`src/rtl/ctb_pkg.sv`:
```
// Constants shared by the transmit buffer payload store and its testbench.
// Assumes a 32-bit classic Wishbone slave with an 8-bit byte address.
package ctb_pkg;

  // Register map (byte addresses of aligned words; the data area holds eight)
  localparam logic [7:0] CTB_OFS_EIDH = 8'h00;
  localparam logic [7:0] CTB_OFS_EIDL = 8'h04;
  localparam logic [7:0] CTB_OFS_DLC = 8'h08;
  localparam logic [7:0] CTB_OFS_DATA = 8'h20;
  localparam logic [7:0] CTB_BUF_STRIDE = 8'h40;
  localparam logic [7:0] CTB_OFS_CTRL = 8'hC0;
  localparam logic [7:0] CTB_OFS_STAT = 8'hC4;

  // Field positions
  localparam int CTB_RTR_BIT = 6;
  localparam int CTB_HDR_EXT_BIT = 4;
  localparam int CTB_CTRL_SEND_LSB = 8;
  localparam int CTB_STAT_BUSY_BIT = 8;

  // Length code limits
  localparam logic [3:0] CTB_DLC_MAX = 4'h8;

  // Reset values of control state
  localparam logic [2:0] CTB_EXT_RESET = 3'h0;
  localparam logic [2:0] CTB_PEND_RESET = 3'h0;

  // Frame assembly states
  typedef enum logic [4:0] {
    CTB_IDLE = 5'h01,
    CTB_HDR = 5'h02,
    CTB_EIDH = 5'h04,
    CTB_EIDL = 5'h08,
    CTB_DATA = 5'h10
  } ctb_state_t;

endpackage : ctb_pkg

```
`src/rtl/ctb_stream_if.sv`:
```
// Valid/ready stream into and out of the frame assembler's FIFO.
// Assumes both ends sit on the same clock.
`timescale 1ns/100ps
`default_nettype none
interface ctb_stream_if #(parameter int WIDTH = 9);
  logic valid;
  logic ready;
  logic [WIDTH-1:0] data;
  modport src (output valid, output data, input ready);
  modport snk (input valid, input data, output ready);
endinterface : ctb_stream_if
`default_nettype wire

```
`src/rtl/ctb_fifo.sv`:
```
// Synchronous FIFO with valid/ready on both sides.
// Assumes one clock and an already synchronised active-low reset.
`timescale 1ns/100ps
`default_nettype none
module ctb_fifo #(
  parameter int WIDTH = 9,
  parameter int DEPTH = 8
) (
  // Clock and reset
  input wire logic clk,
  input wire logic rst_n,
  // Fill and drain sides
  ctb_stream_if.snk wr,
  ctb_stream_if.src rd
);

  localparam int AW = $clog2(DEPTH);

  logic [WIDTH-1:0] mem [DEPTH];
  logic [AW-1:0] wptr;
  logic [AW-1:0] rptr;
  logic [AW:0] count;
  logic [AW-1:0] next_wptr;
  logic [AW-1:0] next_rptr;
  logic [AW:0] next_count;
  logic do_wr;
  logic do_rd;

  assign wr.ready = (count < (AW+1)'(DEPTH));
  assign rd.valid = (count != '0);
  assign rd.data = mem[rptr];

  always_comb begin
    do_wr = wr.valid & wr.ready;
    do_rd = rd.valid & rd.ready;
    next_wptr = wptr;
    next_rptr = rptr;
    if (do_wr) begin
      next_wptr = (wptr == AW'(DEPTH - 1)) ? '0 : wptr + 1'b1;
    end
    if (do_rd) begin
      next_rptr = (rptr == AW'(DEPTH - 1)) ? '0 : rptr + 1'b1;
    end
    next_count = count + (AW+1)'(do_wr) - (AW+1)'(do_rd);
  end

  always_ff @(posedge clk or negedge rst_n) begin
    if (!rst_n) begin
      wptr <= '0;
      rptr <= '0;
      count <= '0;
    end else begin
      wptr <= next_wptr;
      rptr <= next_rptr;
      count <= next_count;
    end
  end

  // Storage holds no reset, so it maps onto plain RAM
  always_ff @(posedge clk) begin
    if (do_wr) begin
      mem[wptr] <= wr.data;
    end
  end

  fifo_bound_a: assert property (@(posedge clk) disable iff (!rst_n)
    count <= (AW+1)'(DEPTH))
    else $error("FIFO count above depth");

endmodule : ctb_fifo
`default_nettype wire

```
`src/rtl/ctb_payload.sv`:
```
// Transmit buffer payload store: identifier bytes, data bytes and length
// code of three buffers, with a frame assembler feeding the transmit engine.
// Assumes a classic Wishbone master and an engine on the same clock.
`timescale 1ns/100ps
`default_nettype none
module ctb_payload #(
  parameter int NBUF = 3,
  parameter int NDATA = 8,
  parameter int FIFO_DEPTH = 8
) (
  // Clock and reset
  input wire logic CLK,
  input wire logic RESET_N,
  // Wishbone slave
  input wire logic WB_CYC_I,
  input wire logic WB_STB_I,
  input wire logic WB_WE_I,
  input wire logic [7:0] WB_ADR_I,
  input wire logic [31:0] WB_DAT_I,
  input wire logic [3:0] WB_SEL_I,
  output logic [31:0] WB_DAT_O,
  output logic WB_ACK_O,
  // Frame content stream to the transmit engine
  output logic [7:0] TX_DATA,
  output logic TX_LAST,
  output logic TX_VALID,
  input wire logic TX_READY
);

  ////////////////////////////////////////////////////////////////////////////
  // Reset release
  logic rst_meta;
  logic rst_n;
  always_ff @(posedge CLK or negedge RESET_N) begin
    if (!RESET_N) begin
      rst_meta <= 1'b0;
      rst_n <= 1'b0;
    end else begin
      rst_meta <= 1'b1;
      rst_n <= rst_meta;
    end
  end

  ////////////////////////////////////////////////////////////////////////////
  // Storage
  logic [7:0] eid_high [NBUF];
  logic [7:0] eid_low [NBUF];
  logic remote_request_select [NBUF];
  logic [3:0] payload_length_code [NBUF];
  logic [7:0] payload [NBUF][NDATA];
  logic [2:0] extended_ident_enable;
  logic [2:0] pending;

  ////////////////////////////////////////////////////////////////////////////
  // Bus decode
  logic [1:0] sel_buf;
  logic [5:0] sel_ofs;
  logic req;
  logic wr_hit;
  logic buf_ok;
  logic [2:0] send_set;
  logic [2:0] taken;
  logic busy;
  logic next_ack;
  logic [31:0] next_rdata;
  logic [2:0] next_ext;
  logic [2:0] next_pending;

  assign sel_buf = WB_ADR_I[7:6];
  assign sel_ofs = WB_ADR_I[5:0];
  assign buf_ok = (int'(sel_buf) < NBUF);
  assign req = WB_CYC_I & WB_STB_I & ~WB_ACK_O;
  assign wr_hit = req & WB_WE_I & WB_SEL_I[0];

  always_comb begin
    next_ack = req;
    next_rdata = 32'h00000000;
    if (req && !WB_WE_I && buf_ok) begin
      if ({2'b00, sel_ofs} == ctb_pkg::CTB_OFS_EIDH) begin
        next_rdata[7:0] = eid_high[sel_buf];
      end else if ({2'b00, sel_ofs} == ctb_pkg::CTB_OFS_EIDL) begin
        next_rdata[7:0] = eid_low[sel_buf];
      end else if ({2'b00, sel_ofs} == ctb_pkg::CTB_OFS_DLC) begin
        next_rdata[ctb_pkg::CTB_RTR_BIT] = remote_request_select[sel_buf];
        next_rdata[3:0] = payload_length_code[sel_buf];
      end else if ({2'b00, sel_ofs} >= ctb_pkg::CTB_OFS_DATA) begin
        next_rdata[7:0] = payload[sel_buf][sel_ofs[4:2]];
      end
    end else if (req && !WB_WE_I) begin
      if (WB_ADR_I == ctb_pkg::CTB_OFS_CTRL) begin
        next_rdata[2:0] = extended_ident_enable;
      end else if (WB_ADR_I == ctb_pkg::CTB_OFS_STAT) begin
        next_rdata[2:0] = pending;
        next_rdata[ctb_pkg::CTB_STAT_BUSY_BIT] = busy;
      end
    end
  end

  always_comb begin
    send_set = 3'h0;
    next_ext = extended_ident_enable;
    if (wr_hit && WB_ADR_I == ctb_pkg::CTB_OFS_CTRL) begin
      next_ext = WB_DAT_I[2:0];
    end
    if (req && WB_WE_I && WB_SEL_I[1] && WB_ADR_I == ctb_pkg::CTB_OFS_CTRL)
    begin
      send_set = WB_DAT_I[ctb_pkg::CTB_CTRL_SEND_LSB +: 3];
    end
    // A request written while its bit is being taken is kept
    next_pending = (pending & ~taken) | send_set;
  end

  always_ff @(posedge CLK or negedge rst_n) begin
    if (!rst_n) begin
      WB_ACK_O <= 1'b0;
      WB_DAT_O <= 32'h00000000;
      extended_ident_enable <= ctb_pkg::CTB_EXT_RESET;
      pending <= ctb_pkg::CTB_PEND_RESET;
    end else begin
      WB_ACK_O <= next_ack;
      WB_DAT_O <= next_rdata;
      extended_ident_enable <= next_ext;
      pending <= next_pending;
    end
  end

  // Payload registers carry no reset: their power-on content is undefined
  always_ff @(posedge CLK) begin
    if (wr_hit && buf_ok) begin
      if ({2'b00, sel_ofs} == ctb_pkg::CTB_OFS_EIDH) begin
        eid_high[sel_buf] <= WB_DAT_I[7:0];
      end else if ({2'b00, sel_ofs} == ctb_pkg::CTB_OFS_EIDL) begin
        eid_low[sel_buf] <= WB_DAT_I[7:0];
      end else if ({2'b00, sel_ofs} == ctb_pkg::CTB_OFS_DLC) begin
        remote_request_select[sel_buf] <= WB_DAT_I[ctb_pkg::CTB_RTR_BIT];
        payload_length_code[sel_buf] <= WB_DAT_I[3:0];
      end else if ({2'b00, sel_ofs} >= ctb_pkg::CTB_OFS_DATA) begin
        payload[sel_buf][sel_ofs[4:2]] <= WB_DAT_I[7:0];
      end
    end
  end

  ////////////////////////////////////////////////////////////////////////////
  // Frame assembler
  // Software must not rewrite a buffer while it is being sent: the bytes
  // are read live, trading a snapshot copy for area.
  ctb_stream_if #(.WIDTH(9)) fill ();
  ctb_stream_if #(.WIDTH(9)) drain ();

  ctb_pkg::ctb_state_t state;
  ctb_pkg::ctb_state_t next_state;
  logic [1:0] cur;
  logic [1:0] next_cur;
  logic [2:0] idx;
  logic [2:0] next_idx;
  logic [3:0] cnt;
  logic no_data;
  logic data_last;

  assign busy = (state != ctb_pkg::CTB_IDLE);

  always_comb begin
    // Reserved codes above eight still send eight bytes
    cnt = (payload_length_code[cur] > ctb_pkg::CTB_DLC_MAX) ?
          ctb_pkg::CTB_DLC_MAX : payload_length_code[cur];
    no_data = remote_request_select[cur] || (cnt == 4'h0);
    data_last = ({1'b0, idx} + 4'h1 == cnt);
  end

  always_comb begin
    next_state = state;
    next_cur = cur;
    next_idx = idx;
    taken = 3'h0;
    fill.valid = 1'b0;
    fill.data = 9'h000;
    unique case (state)
      ctb_pkg::CTB_IDLE: begin
        next_idx = 3'h0;
        if (pending[0]) begin
          taken = 3'h1;
          next_cur = 2'h0;
          next_state = ctb_pkg::CTB_HDR;
        end else if (pending[1]) begin
          taken = 3'h2;
          next_cur = 2'h1;
          next_state = ctb_pkg::CTB_HDR;
        end else if (pending[2]) begin
          taken = 3'h4;
          next_cur = 2'h2;
          next_state = ctb_pkg::CTB_HDR;
        end
      end
      ctb_pkg::CTB_HDR: begin
        fill.valid = 1'b1;
        fill.data[3:0] = payload_length_code[cur];
        fill.data[ctb_pkg::CTB_HDR_EXT_BIT] = extended_ident_enable[cur];
        fill.data[ctb_pkg::CTB_RTR_BIT] = remote_request_select[cur];
        fill.data[8] = !extended_ident_enable[cur] && no_data;
        if (fill.ready) begin
          if (extended_ident_enable[cur]) begin
            next_state = ctb_pkg::CTB_EIDH;
          end else if (no_data) begin
            next_state = ctb_pkg::CTB_IDLE;
          end else begin
            next_state = ctb_pkg::CTB_DATA;
          end
        end
      end
      ctb_pkg::CTB_EIDH: begin
        fill.valid = 1'b1;
        fill.data = {1'b0, eid_high[cur]};
        if (fill.ready) begin
          next_state = ctb_pkg::CTB_EIDL;
        end
      end
      ctb_pkg::CTB_EIDL: begin
        fill.valid = 1'b1;
        fill.data = {no_data, eid_low[cur]};
        if (fill.ready) begin
          next_state = no_data ? ctb_pkg::CTB_IDLE : ctb_pkg::CTB_DATA;
        end
      end
      ctb_pkg::CTB_DATA: begin
        fill.valid = 1'b1;
        fill.data = {data_last, payload[cur][idx]};
        if (fill.ready) begin
          next_idx = idx + 3'h1;
          if (data_last) begin
            next_state = ctb_pkg::CTB_IDLE;
          end
        end
      end
      default: begin
        next_state = ctb_pkg::CTB_IDLE;
      end
    endcase
  end

  always_ff @(posedge CLK or negedge rst_n) begin
    if (!rst_n) begin
      state <= ctb_pkg::CTB_IDLE;
      cur <= 2'h0;
      idx <= 3'h0;
    end else begin
      state <= next_state;
      cur <= next_cur;
      idx <= next_idx;
    end
  end

  ctb_fifo #(.WIDTH(9), .DEPTH(FIFO_DEPTH)) u_fifo (
    .clk(CLK),
    .rst_n(rst_n),
    .wr(fill),
    .rd(drain)
  );

  ////////////////////////////////////////////////////////////////////////////
  // Output stage keeps every output port on a flip-flop
  logic next_tx_valid;
  logic [8:0] next_tx_word;

  always_comb begin
    drain.ready = !TX_VALID || TX_READY;
    next_tx_valid = TX_VALID;
    next_tx_word = {TX_LAST, TX_DATA};
    if (drain.ready) begin
      next_tx_valid = drain.valid;
      if (drain.valid) begin
        next_tx_word = drain.data;
      end
    end
  end

  always_ff @(posedge CLK or negedge rst_n) begin
    if (!rst_n) begin
      TX_VALID <= 1'b0;
      TX_LAST <= 1'b0;
      TX_DATA <= 8'h00;
    end else begin
      TX_VALID <= next_tx_valid;
      TX_LAST <= next_tx_word[8];
      TX_DATA <= next_tx_word[7:0];
    end
  end

  ////////////////////////////////////////////////////////////////////////////
  // Checks
  eid_high_sent_a: assert property (@(posedge CLK) disable iff (!rst_n)
    state == ctb_pkg::CTB_EIDH |-> fill.data[7:0] == eid_high[cur])
    else $error("High identifier byte mismatch");

  eid_low_sent_a: assert property (@(posedge CLK) disable iff (!rst_n)
    state == ctb_pkg::CTB_EIDH && fill.ready
    |=> state == ctb_pkg::CTB_EIDL && fill.data[7:0] == eid_low[cur])
    else $error("Low identifier byte not next");

  buffer_index_a: assert property (@(posedge CLK) disable iff (!rst_n)
    state != ctb_pkg::CTB_IDLE |-> int'(cur) < NBUF)
    else $error("Buffer index out of range");

  data_order_a: assert property (@(posedge CLK) disable iff (!rst_n)
    state == ctb_pkg::CTB_DATA && fill.ready && !data_last
    |=> state == ctb_pkg::CTB_DATA && idx == $past(idx) + 3'h1)
    else $error("Data bytes out of order");

  data_count_a: assert property (@(posedge CLK) disable iff (!rst_n)
    state == ctb_pkg::CTB_DATA |-> {1'b0, idx} < cnt && cnt <= 4'h8)
    else $error("Data byte beyond length code");

  length_read_a: assert property (@(posedge CLK) disable iff (!rst_n)
    req && !WB_WE_I && buf_ok && {2'b00, sel_ofs} == ctb_pkg::CTB_OFS_DLC
    |=> WB_ACK_O && WB_DAT_O[7] == 1'b0 && WB_DAT_O[5:4] == 2'b00)
    else $error("Unimplemented length bits not zero");

  remote_skip_a: assert property (@(posedge CLK) disable iff (!rst_n)
    state == ctb_pkg::CTB_EIDL && remote_request_select[cur] && fill.ready
    |=> state == ctb_pkg::CTB_IDLE)
    else $error("Remote frame carried data");

  std_skip_a: assert property (@(posedge CLK) disable iff (!rst_n)
    state == ctb_pkg::CTB_HDR && !extended_ident_enable[cur] && fill.ready
    |=> state != ctb_pkg::CTB_EIDH)
    else $error("Standard frame sent extended bytes");

endmodule : ctb_payload
`default_nettype wire

```
`config.mk`:
```
export PLATFORM = sky130hd
export DESIGN_NAME = ctb_payload
export DESIGN_NICKNAME = d
export VERILOG_FILES = /design/src/rtl/ctb_pkg.sv /design/src/rtl/ctb_stream_if.sv /design/src/rtl/ctb_fifo.sv /design/src/rtl/ctb_payload.sv
export SDC_FILE = /design/constraint.sdc
export NUM_CORES = 1
export LEC_CHECK = 0
export CELL_PAD_IN_SITES_DETAIL_PLACEMENT = 0
export CELL_PAD_IN_SITES_GLOBAL_PLACEMENT = 2
export CORE_AREA = 8 8 204 206
export DETAILED_ROUTE_END_ITERATION = 12
export DIE_AREA = 0 0 212 214
export DONT_BUFFER_PORTS = 1
export GPL_ROUTABILITY_DRIVEN = 1
export GPL_TIMING_DRIVEN = 0
export PLACE_DENSITY = 0.86
export SLEW_MARGIN = 20
export SYNTH_ARGS = -nofsm -noshare
export SYNTH_HDL_FRONTEND = slang
export SYNTH_SLANG_ARGS = --single-unit
```
`constraint.sdc`:
```
create_clock -name CLK -period 1.9 [get_ports CLK]
set_clock_uncertainty 0.15 [all_clocks]
set_input_delay 0.095 -clock CLK [delete_from_list [all_inputs] [get_ports CLK]]
set_output_delay 0.095 -clock CLK [all_outputs]
set_load 0.05 [all_outputs]
```
After elaboration in Yosys (flattened, before gate mapping)
Memories as Yosys holds them, arrays and structs flattened. A register that Yosys moved wholly into a read port is not among the register bits.
Cells that the tools add are included.
{ "op_classes": {"add_sub_neg": 6, "n_lt_le_gt_ge": 8, "n_eq_ne": 19, "mux": 76, "bitwise_logic": 12, "n_reduce_logical": 25} }
{ "ops": {"columns": ["operator", "count"], "rows": [
  ["$mux W64", 1],
  ["$mux W8", 8],
  ["$mux W5", 11],
  ["$bmux W8 S3", 2],
  ["$mux W3", 12],
  ["$mux W1", 27],
  ["$pmux W5 S5", 1],
  ["$demux W8 S3", 1],
  ["$pmux W5 S4", 1],
  ["$eq A8 B8 Y1 const B", 2],
  ["$add A3 B1 Y3 const B", 3],
  ["$logic_and A1 B1 Y1", 9],
  ["$pmux W1 S3", 3],
  ["$ge A4 B4 Y1 const B", 2],
  ["$mux W2", 4],
  ["$mux W4", 2],
  ["$ne A2 B1 Y1 const B", 4],
  ["$not A3 Y4", 2],
  ["$and A1 B1 Y1", 6],
  ["$eq A3 B3 Y1 const B", 2],
  ["$eq A6 B3 Y1 const B", 1],
  ["$eq A6 B4 Y1 const B", 1],
  ["$ge A6 B6 Y1 const B", 1],
  ["$logic_not A6 Y1", 1],
  ["other kinds (33)", 39]
]} }
{ "word_totals": {"regBits": 39, "ramBits": 327, "in_bits": 50, "elab_cells": 165, "memories": 6} }
{ "mem_list": {"columns": ["name", "words", "width", "rd", "rd_ports_with_merged_regs", "wr", "line_no", "text"], "rows": [
  ["payload", 3, 64, 2, 0, 1, "ctb_payload.sv:50", "logic [7:0] payload [NBUF][NDATA];"],
  ["u_fifo.mem", 8, 9, 1, 1, 1, "ctb_fifo.sv:19", "logic [WIDTH-1:0] mem [DEPTH];"],
  ["eid_high", 3, 8, 2, 0, 1, "ctb_payload.sv:46", "logic [7:0] eid_high [NBUF];"],
  ["eid_low", 3, 8, 2, 0, 1, "ctb_payload.sv:47", "logic [7:0] eid_low [NBUF];"],
  ["payload_length_code", 3, 4, 2, 0, 1, "ctb_payload.sv:49", "logic [3:0] payload_length_code [NBUF];"],
  ["remote_request_select", 3, 1, 2, 0, 1, "ctb_payload.sv:48", "logic remote_request_select [NBUF];"]
]} }

Longest topological paths before layout
{ "depth": {"ltp_word": 9, "depth_mapped": 12} }

Cells and area by module
From an unflattened synthesis, not the netlist that was laid out.
{ "unflattened": {"hier_cells": 1131, "hier_area_um2": 17692.0} }
{ "modules_own_cells": {"columns": ["mod", "n_inst", "cells_each", "area_per_inst_um2"], "rows": [
  ["ctb_payload", 1, 970, 14323.7],
  ["ctb_fifo", 1, 161, 3368.2]
]} }

Least setup slack after synthesis
Ideal clock, no wire load.
{ "synth_path": {"path_type": "register to register", "start": "register state[3]", "end": "memory u_fifo.mem[4][0] (enable)", "setup_ns": 0.403, "arrival_time_ns": 2.328, "required_ns": 1.347, "slack_ns": -0.980, "stages_incl_launch_ff": 7, "n_path_buf": 2, "period_less_slack_ns": 2.880, "path_cell_list": "dfrtp_1 > clkbuf_1 > nor2_1 > nand3_1 > a211o_1 > clkbuf_1 > nor4b_1"} }
{ "synth_between": {"elab_chain_cells": 6, "word_cells_on_any_way": 9, "classes_between": "4 x eq/ne; 3 x mux; 1 x bitwise; 1 x reduce/logical"} }
{ "synth_rtl": {"columns": ["element", "line_no", "text"], "rows": [
  ["from (decl)", "ctb_payload.sv:150", "ctb_pkg::ctb_state_t state;"],
  ["from (signal assigned)", "ctb_payload.sv:242", "state <= ctb_pkg::CTB_IDLE;"],
  ["from (signal assigned)", "ctb_payload.sv:246", "state <= next_state;"],
  ["$eq A5 B5 Y1 (tied with other cells)", "ctb_payload.sv:177", "unique case (state)"],
  ["$reduce_or A4 Y1 (no source line) *", null, null],
  ["$mux W1 *", "ctb_payload.sv:177", null],
  ["$and A1 B1 Y1 *", "ctb_fifo.sv:34", "do_wr = wr.valid & wr.ready;"],
  ["$mux W1 *", "ctb_fifo.sv:61", "if (do_wr) begin"],
  ["$mux W1 (implied by the code) *", "ctb_fifo.sv:62", "mem[wptr] <= wr.data;"],
  ["to (decl)", "ctb_fifo.sv:19", null]
]} }
Every way passes the cells marked *; elsewhere a longest branch is shown, timed or not.

Worst setup path after layout
{ "layout_path": {"start": "register cur[0]", "end": "memory u_fifo.mem[5][4], data pin"} }
{ "layout_between": {"elab_chain_cells": 5, "word_cells_on_any_way": 9, "classes_between": "6 x mux; 3 x memory"} }
{ "layout_rtl": {"columns": ["element", "line_no", "text"], "rows": [
  ["from (decl)", "ctb_payload.sv:152", "logic [1:0] cur;"],
  ["from (signal assigned)", "ctb_payload.sv:247", "cur <= next_cur;"],
  ["$mem_v2 Z3 W64", null, null],
  ["$bmux W8 S3", "ctb_payload.sv:226", "fill.data = {data_last, payload[cur][idx]};"],
  ["$mux W8 (implied by the code) (2 in series)", "ctb_payload.sv:226", null],
  ["$pmux W5 S4 *", "ctb_payload.sv:177", null],
  ["net fill.data[4]", "ctb_stream_if.sv:8", "logic [WIDTH-1:0] data;"]
]} }
The timed path passes the listed nets; every way through them passes the cells marked *. The select of a mux whose other input is x is not followed.

==> results.cfg <==
[clock_network]
cts_buffers = 41
cts.sinks = 375
clkLatencyLatePin_ns = 0.56
cts-root-buf = clkbuf_16
clkTransAtPathRegs_ns = 0.06
clk_path_buf_depth = 3
cts_tree = built
htreeDepth = 2

[floorplanning]
die_area_sq_mm = 0.0454
fp.dieW_um = 212
core_sq_mm = 0.0383
row_count = 72
ios = 93
die_y_um = 214
start_util = 0.464

[drt]
antenna_left = 0
vias = 12300
drt-initial-drc-count = 1486
drc = 0
via_per_inst = 6.23
drt-total-wl_um = 57700
dr.pass1.iters = 5
routedWlPerCell_um = 29.2

[cells_and_area]
fillers = 2758
drive_above_1_share = 0.400
final_nets = 1488
syn2layout_area_growth_pct = 32.0
n_antenna_cell = 0

[sta]
timing_max_transition_violations_final = 0
rsz0062_at_grt = true
fin_crit_ns = 2.74
fin_hold_ws_ns = -0.0444
setup_viol = 421
worst_pin_slew_ns = 0.877
setup_tns_ns = -236.66
fin_crit_sh = 1.44
hold_violations = 1
slew_headroom = 0.416
fmax_mhz = 364
setup_slack_ns = -0.844

[power_and_ir_drop]
power.density_mw_per_mm2 = 1060
p_total_w = 0.0248
leakage_nw = 8.40
ir_worst_vdd_v = 0.000792

[logic_synthesis]
yosysMostFrequentCell = edfxtp_1
yosys.area.top_type = edfxtp_1
yosysSeqAreaShare = 0.621
yosysUniqueCellTypes = 67
synthCells = 1199
synth-seq-cells = 375
yosysWarningCount = 0
synth_commonest_cells = edfxtp_1, mux2i_1, nand2_1, mux4_2, nor2_1
synth.avg_cell_area_sq_um = 14.8
synth_edf_count = 327
netlist_area_sq_mm = 0.0178
synth_top_area_frac = 0.553
synthTopCellsByArea = edfxtp_1, mux4_2, dfrtp_1, mux2i_1, mux2_2
ys.flop_type = edfxtp_1
async_flop_share = 0.128

[grt]
antenna_found_initial = 1
grt_start_max_net_pins = 35
top_usage_layer = met2
use_met1 = 0.324
overflow = 0
grt_pass1_vias = 12400
grtUsageTotal = 0.249
grt_pass1_wl_um = 82800
use_met3 = 0.0611
use_met2 = 0.390

[setup_path]
reg2reg_depth = 8
end_kind = register
worst_setup_path_start_kind = register
path_class = register to register
worstPathRequired_ns = 2.03
critPathArrivalTime_ns = 2.87
cp_max_fo = 8

[placed_design]
hpwlAfterDp_um = 37100
place.gp.congestion = 0.923
port_buffers = 0

[outcome]
failed_checks = negative hold slack, negative setup slack
outcome = finished, violations left

[worst_hold_path]
hold_class = input pin to register
hold_depth = 5

[job]
drv_cap = 0
-- state kept, by name (all words and copies together), names as in the netlist, 4 cells and up --
name	flops
u_fifo.mem	72
state	5
payload_length_code	12
eid_low	24
u_fifo.count	4
eid_high	24
WB_DAT_O	9
TX_DATA	8
payload	192
-- layer usage --
layer  part of all wire  vias up
li1                   -     5159
met1               0.38     6272
met2               0.47      716
met3              0.097      157
met4              0.046        0
met5                  0        -
-- what timing repair did --
item | in CTS | in global routing
hold endpoints to repair | 301 | 63
resized for setup | 197 | 115
endpoints found under the setup margin | 436 | 431
hold buffers | 26 | 3
gates cloned | 0 | 2
pin swaps | 75 | 74
setup buffers | 124 | 29
-- cells by family after synthesis --
kind of cell | Yosys count | synth area share
compound gates | 194 | 0.0734
xor+xnor | 4 | 0.00197
fa+ha+maj | 11 | 0.00817
buf+inv | 122 | 0.0357
flops | 375 | 0.621
mux | 231 | 0.189
other cells | 2 | 0.000423
simple gates | 260 | 0.0703
-- through the flow --
| stage | util | cells | instance area, sq um | hold WS, ns | worst slack, ns |
|---|---|---|---|---|---|
| 2_1_floorplan | - | 1221 | 18400 | -0.351 | -0.460 |
| 3_3_place_gp | 0.498 | 1739 | 19100 | -0.351 | -1.97 |
| 3_5_place_dp | 0.499 | 1740 | 19100 | -0.351 | -1.99 |
| 4_1_cts | 0.594 | 1947 | 22700 | -0.188 | -0.844 |
| 5_1_grt | 0.612 | 1976 | 23400 | -0.0372 | -0.861 |
| 6_report | 0.612 | 1976 | 23400 | -0.0444 | -0.844 |
-- where the power goes --
group	internal [W]	switching, W
Combinational	0.00320	0.00352
Clock	0.00494	0.00323
Sequential	0.00931	0.000637
Total	0.0174	0.00739
-- area by class of cell --
cell class / instances / area, sq um / area share
inverter: 22 / 88.8 / 0.00379
timing repair buffer: 164 / 2070 / 0.0882
multi-input combinational: 724 / 7420 / 0.317
clock inverter: 15 / 201 / 0.00859
clock buffer: 59 / 1160 / 0.0497
sequential: 375 / 11000 / 0.470
tap: 518 / 648 / 0.0277
buffer: 99 / 818 / 0.0349
-- path summary, 6_finish.rpt --
path	from	end	slack [ns]
setup reg to reg	cur[0]$_DFFE_PN0P_	u_fifo.mem[5][4]$_DFFE_PP_	-0.84
max in group asynchronous	rst_n$_DFF_PN0_	state[0]$_DFFE_PN1P_	0.94
setup / recovery	cur[0]$_DFFE_PN0P_	u_fifo.mem[5][4]$_DFFE_PP_	-0.84
hold / removal	WB_STB_I	WB_ACK_O$_DFF_PN0_	-0.04
hold reg to reg	rst_n$_DFF_PN0_	WB_DAT_O[3]$_DFF_PN0_	0.08
min in group asynchronous	rst_n$_DFF_PN0_	WB_DAT_O[3]$_DFF_PN0_	0.08
-- worst max-delay path, cell delays in order (launching register included) --
cell and delay (ns):
dfrtp_1 0.39, buf_12 0.15, buf_12 0.14, buf_6 0.11, mux2_4 0.29, mux4_2 0.51
nand2_2 0.09, a21oi_2 0.07, or4_4 0.57
-- cells in the final DEF (no fill, tap or decap), types with 7 or more instances in the layout --
cell type / n
buf_4: 72
mux2i_1: 95
a21oi_1: 31
nand2_2: 10
mux2_4: 9
edfxtp_1: 327
buf_2: 14
o21ai_0: 29
nand2b_1: 12
buf_6: 71
nor2_4: 33
clkbuf_8: 8
nor2b_1: 7
inv_1: 16
nand2_1: 67
mux4_2: 78
dlygate4sd3_1: 20
clkbuf_16: 44
o211ai_1: 15
conb_1: 24
a22o_1: 10
clkbuf_1: 21
nor2_1: 38
and2_1: 9
mux2_2: 45
buf_12: 47
dfrtp_1: 43
nor3_4: 12
o21ai_1: 10
clkbuf_2: 11
Note: power is estimated with default switching activity, not from simulation.
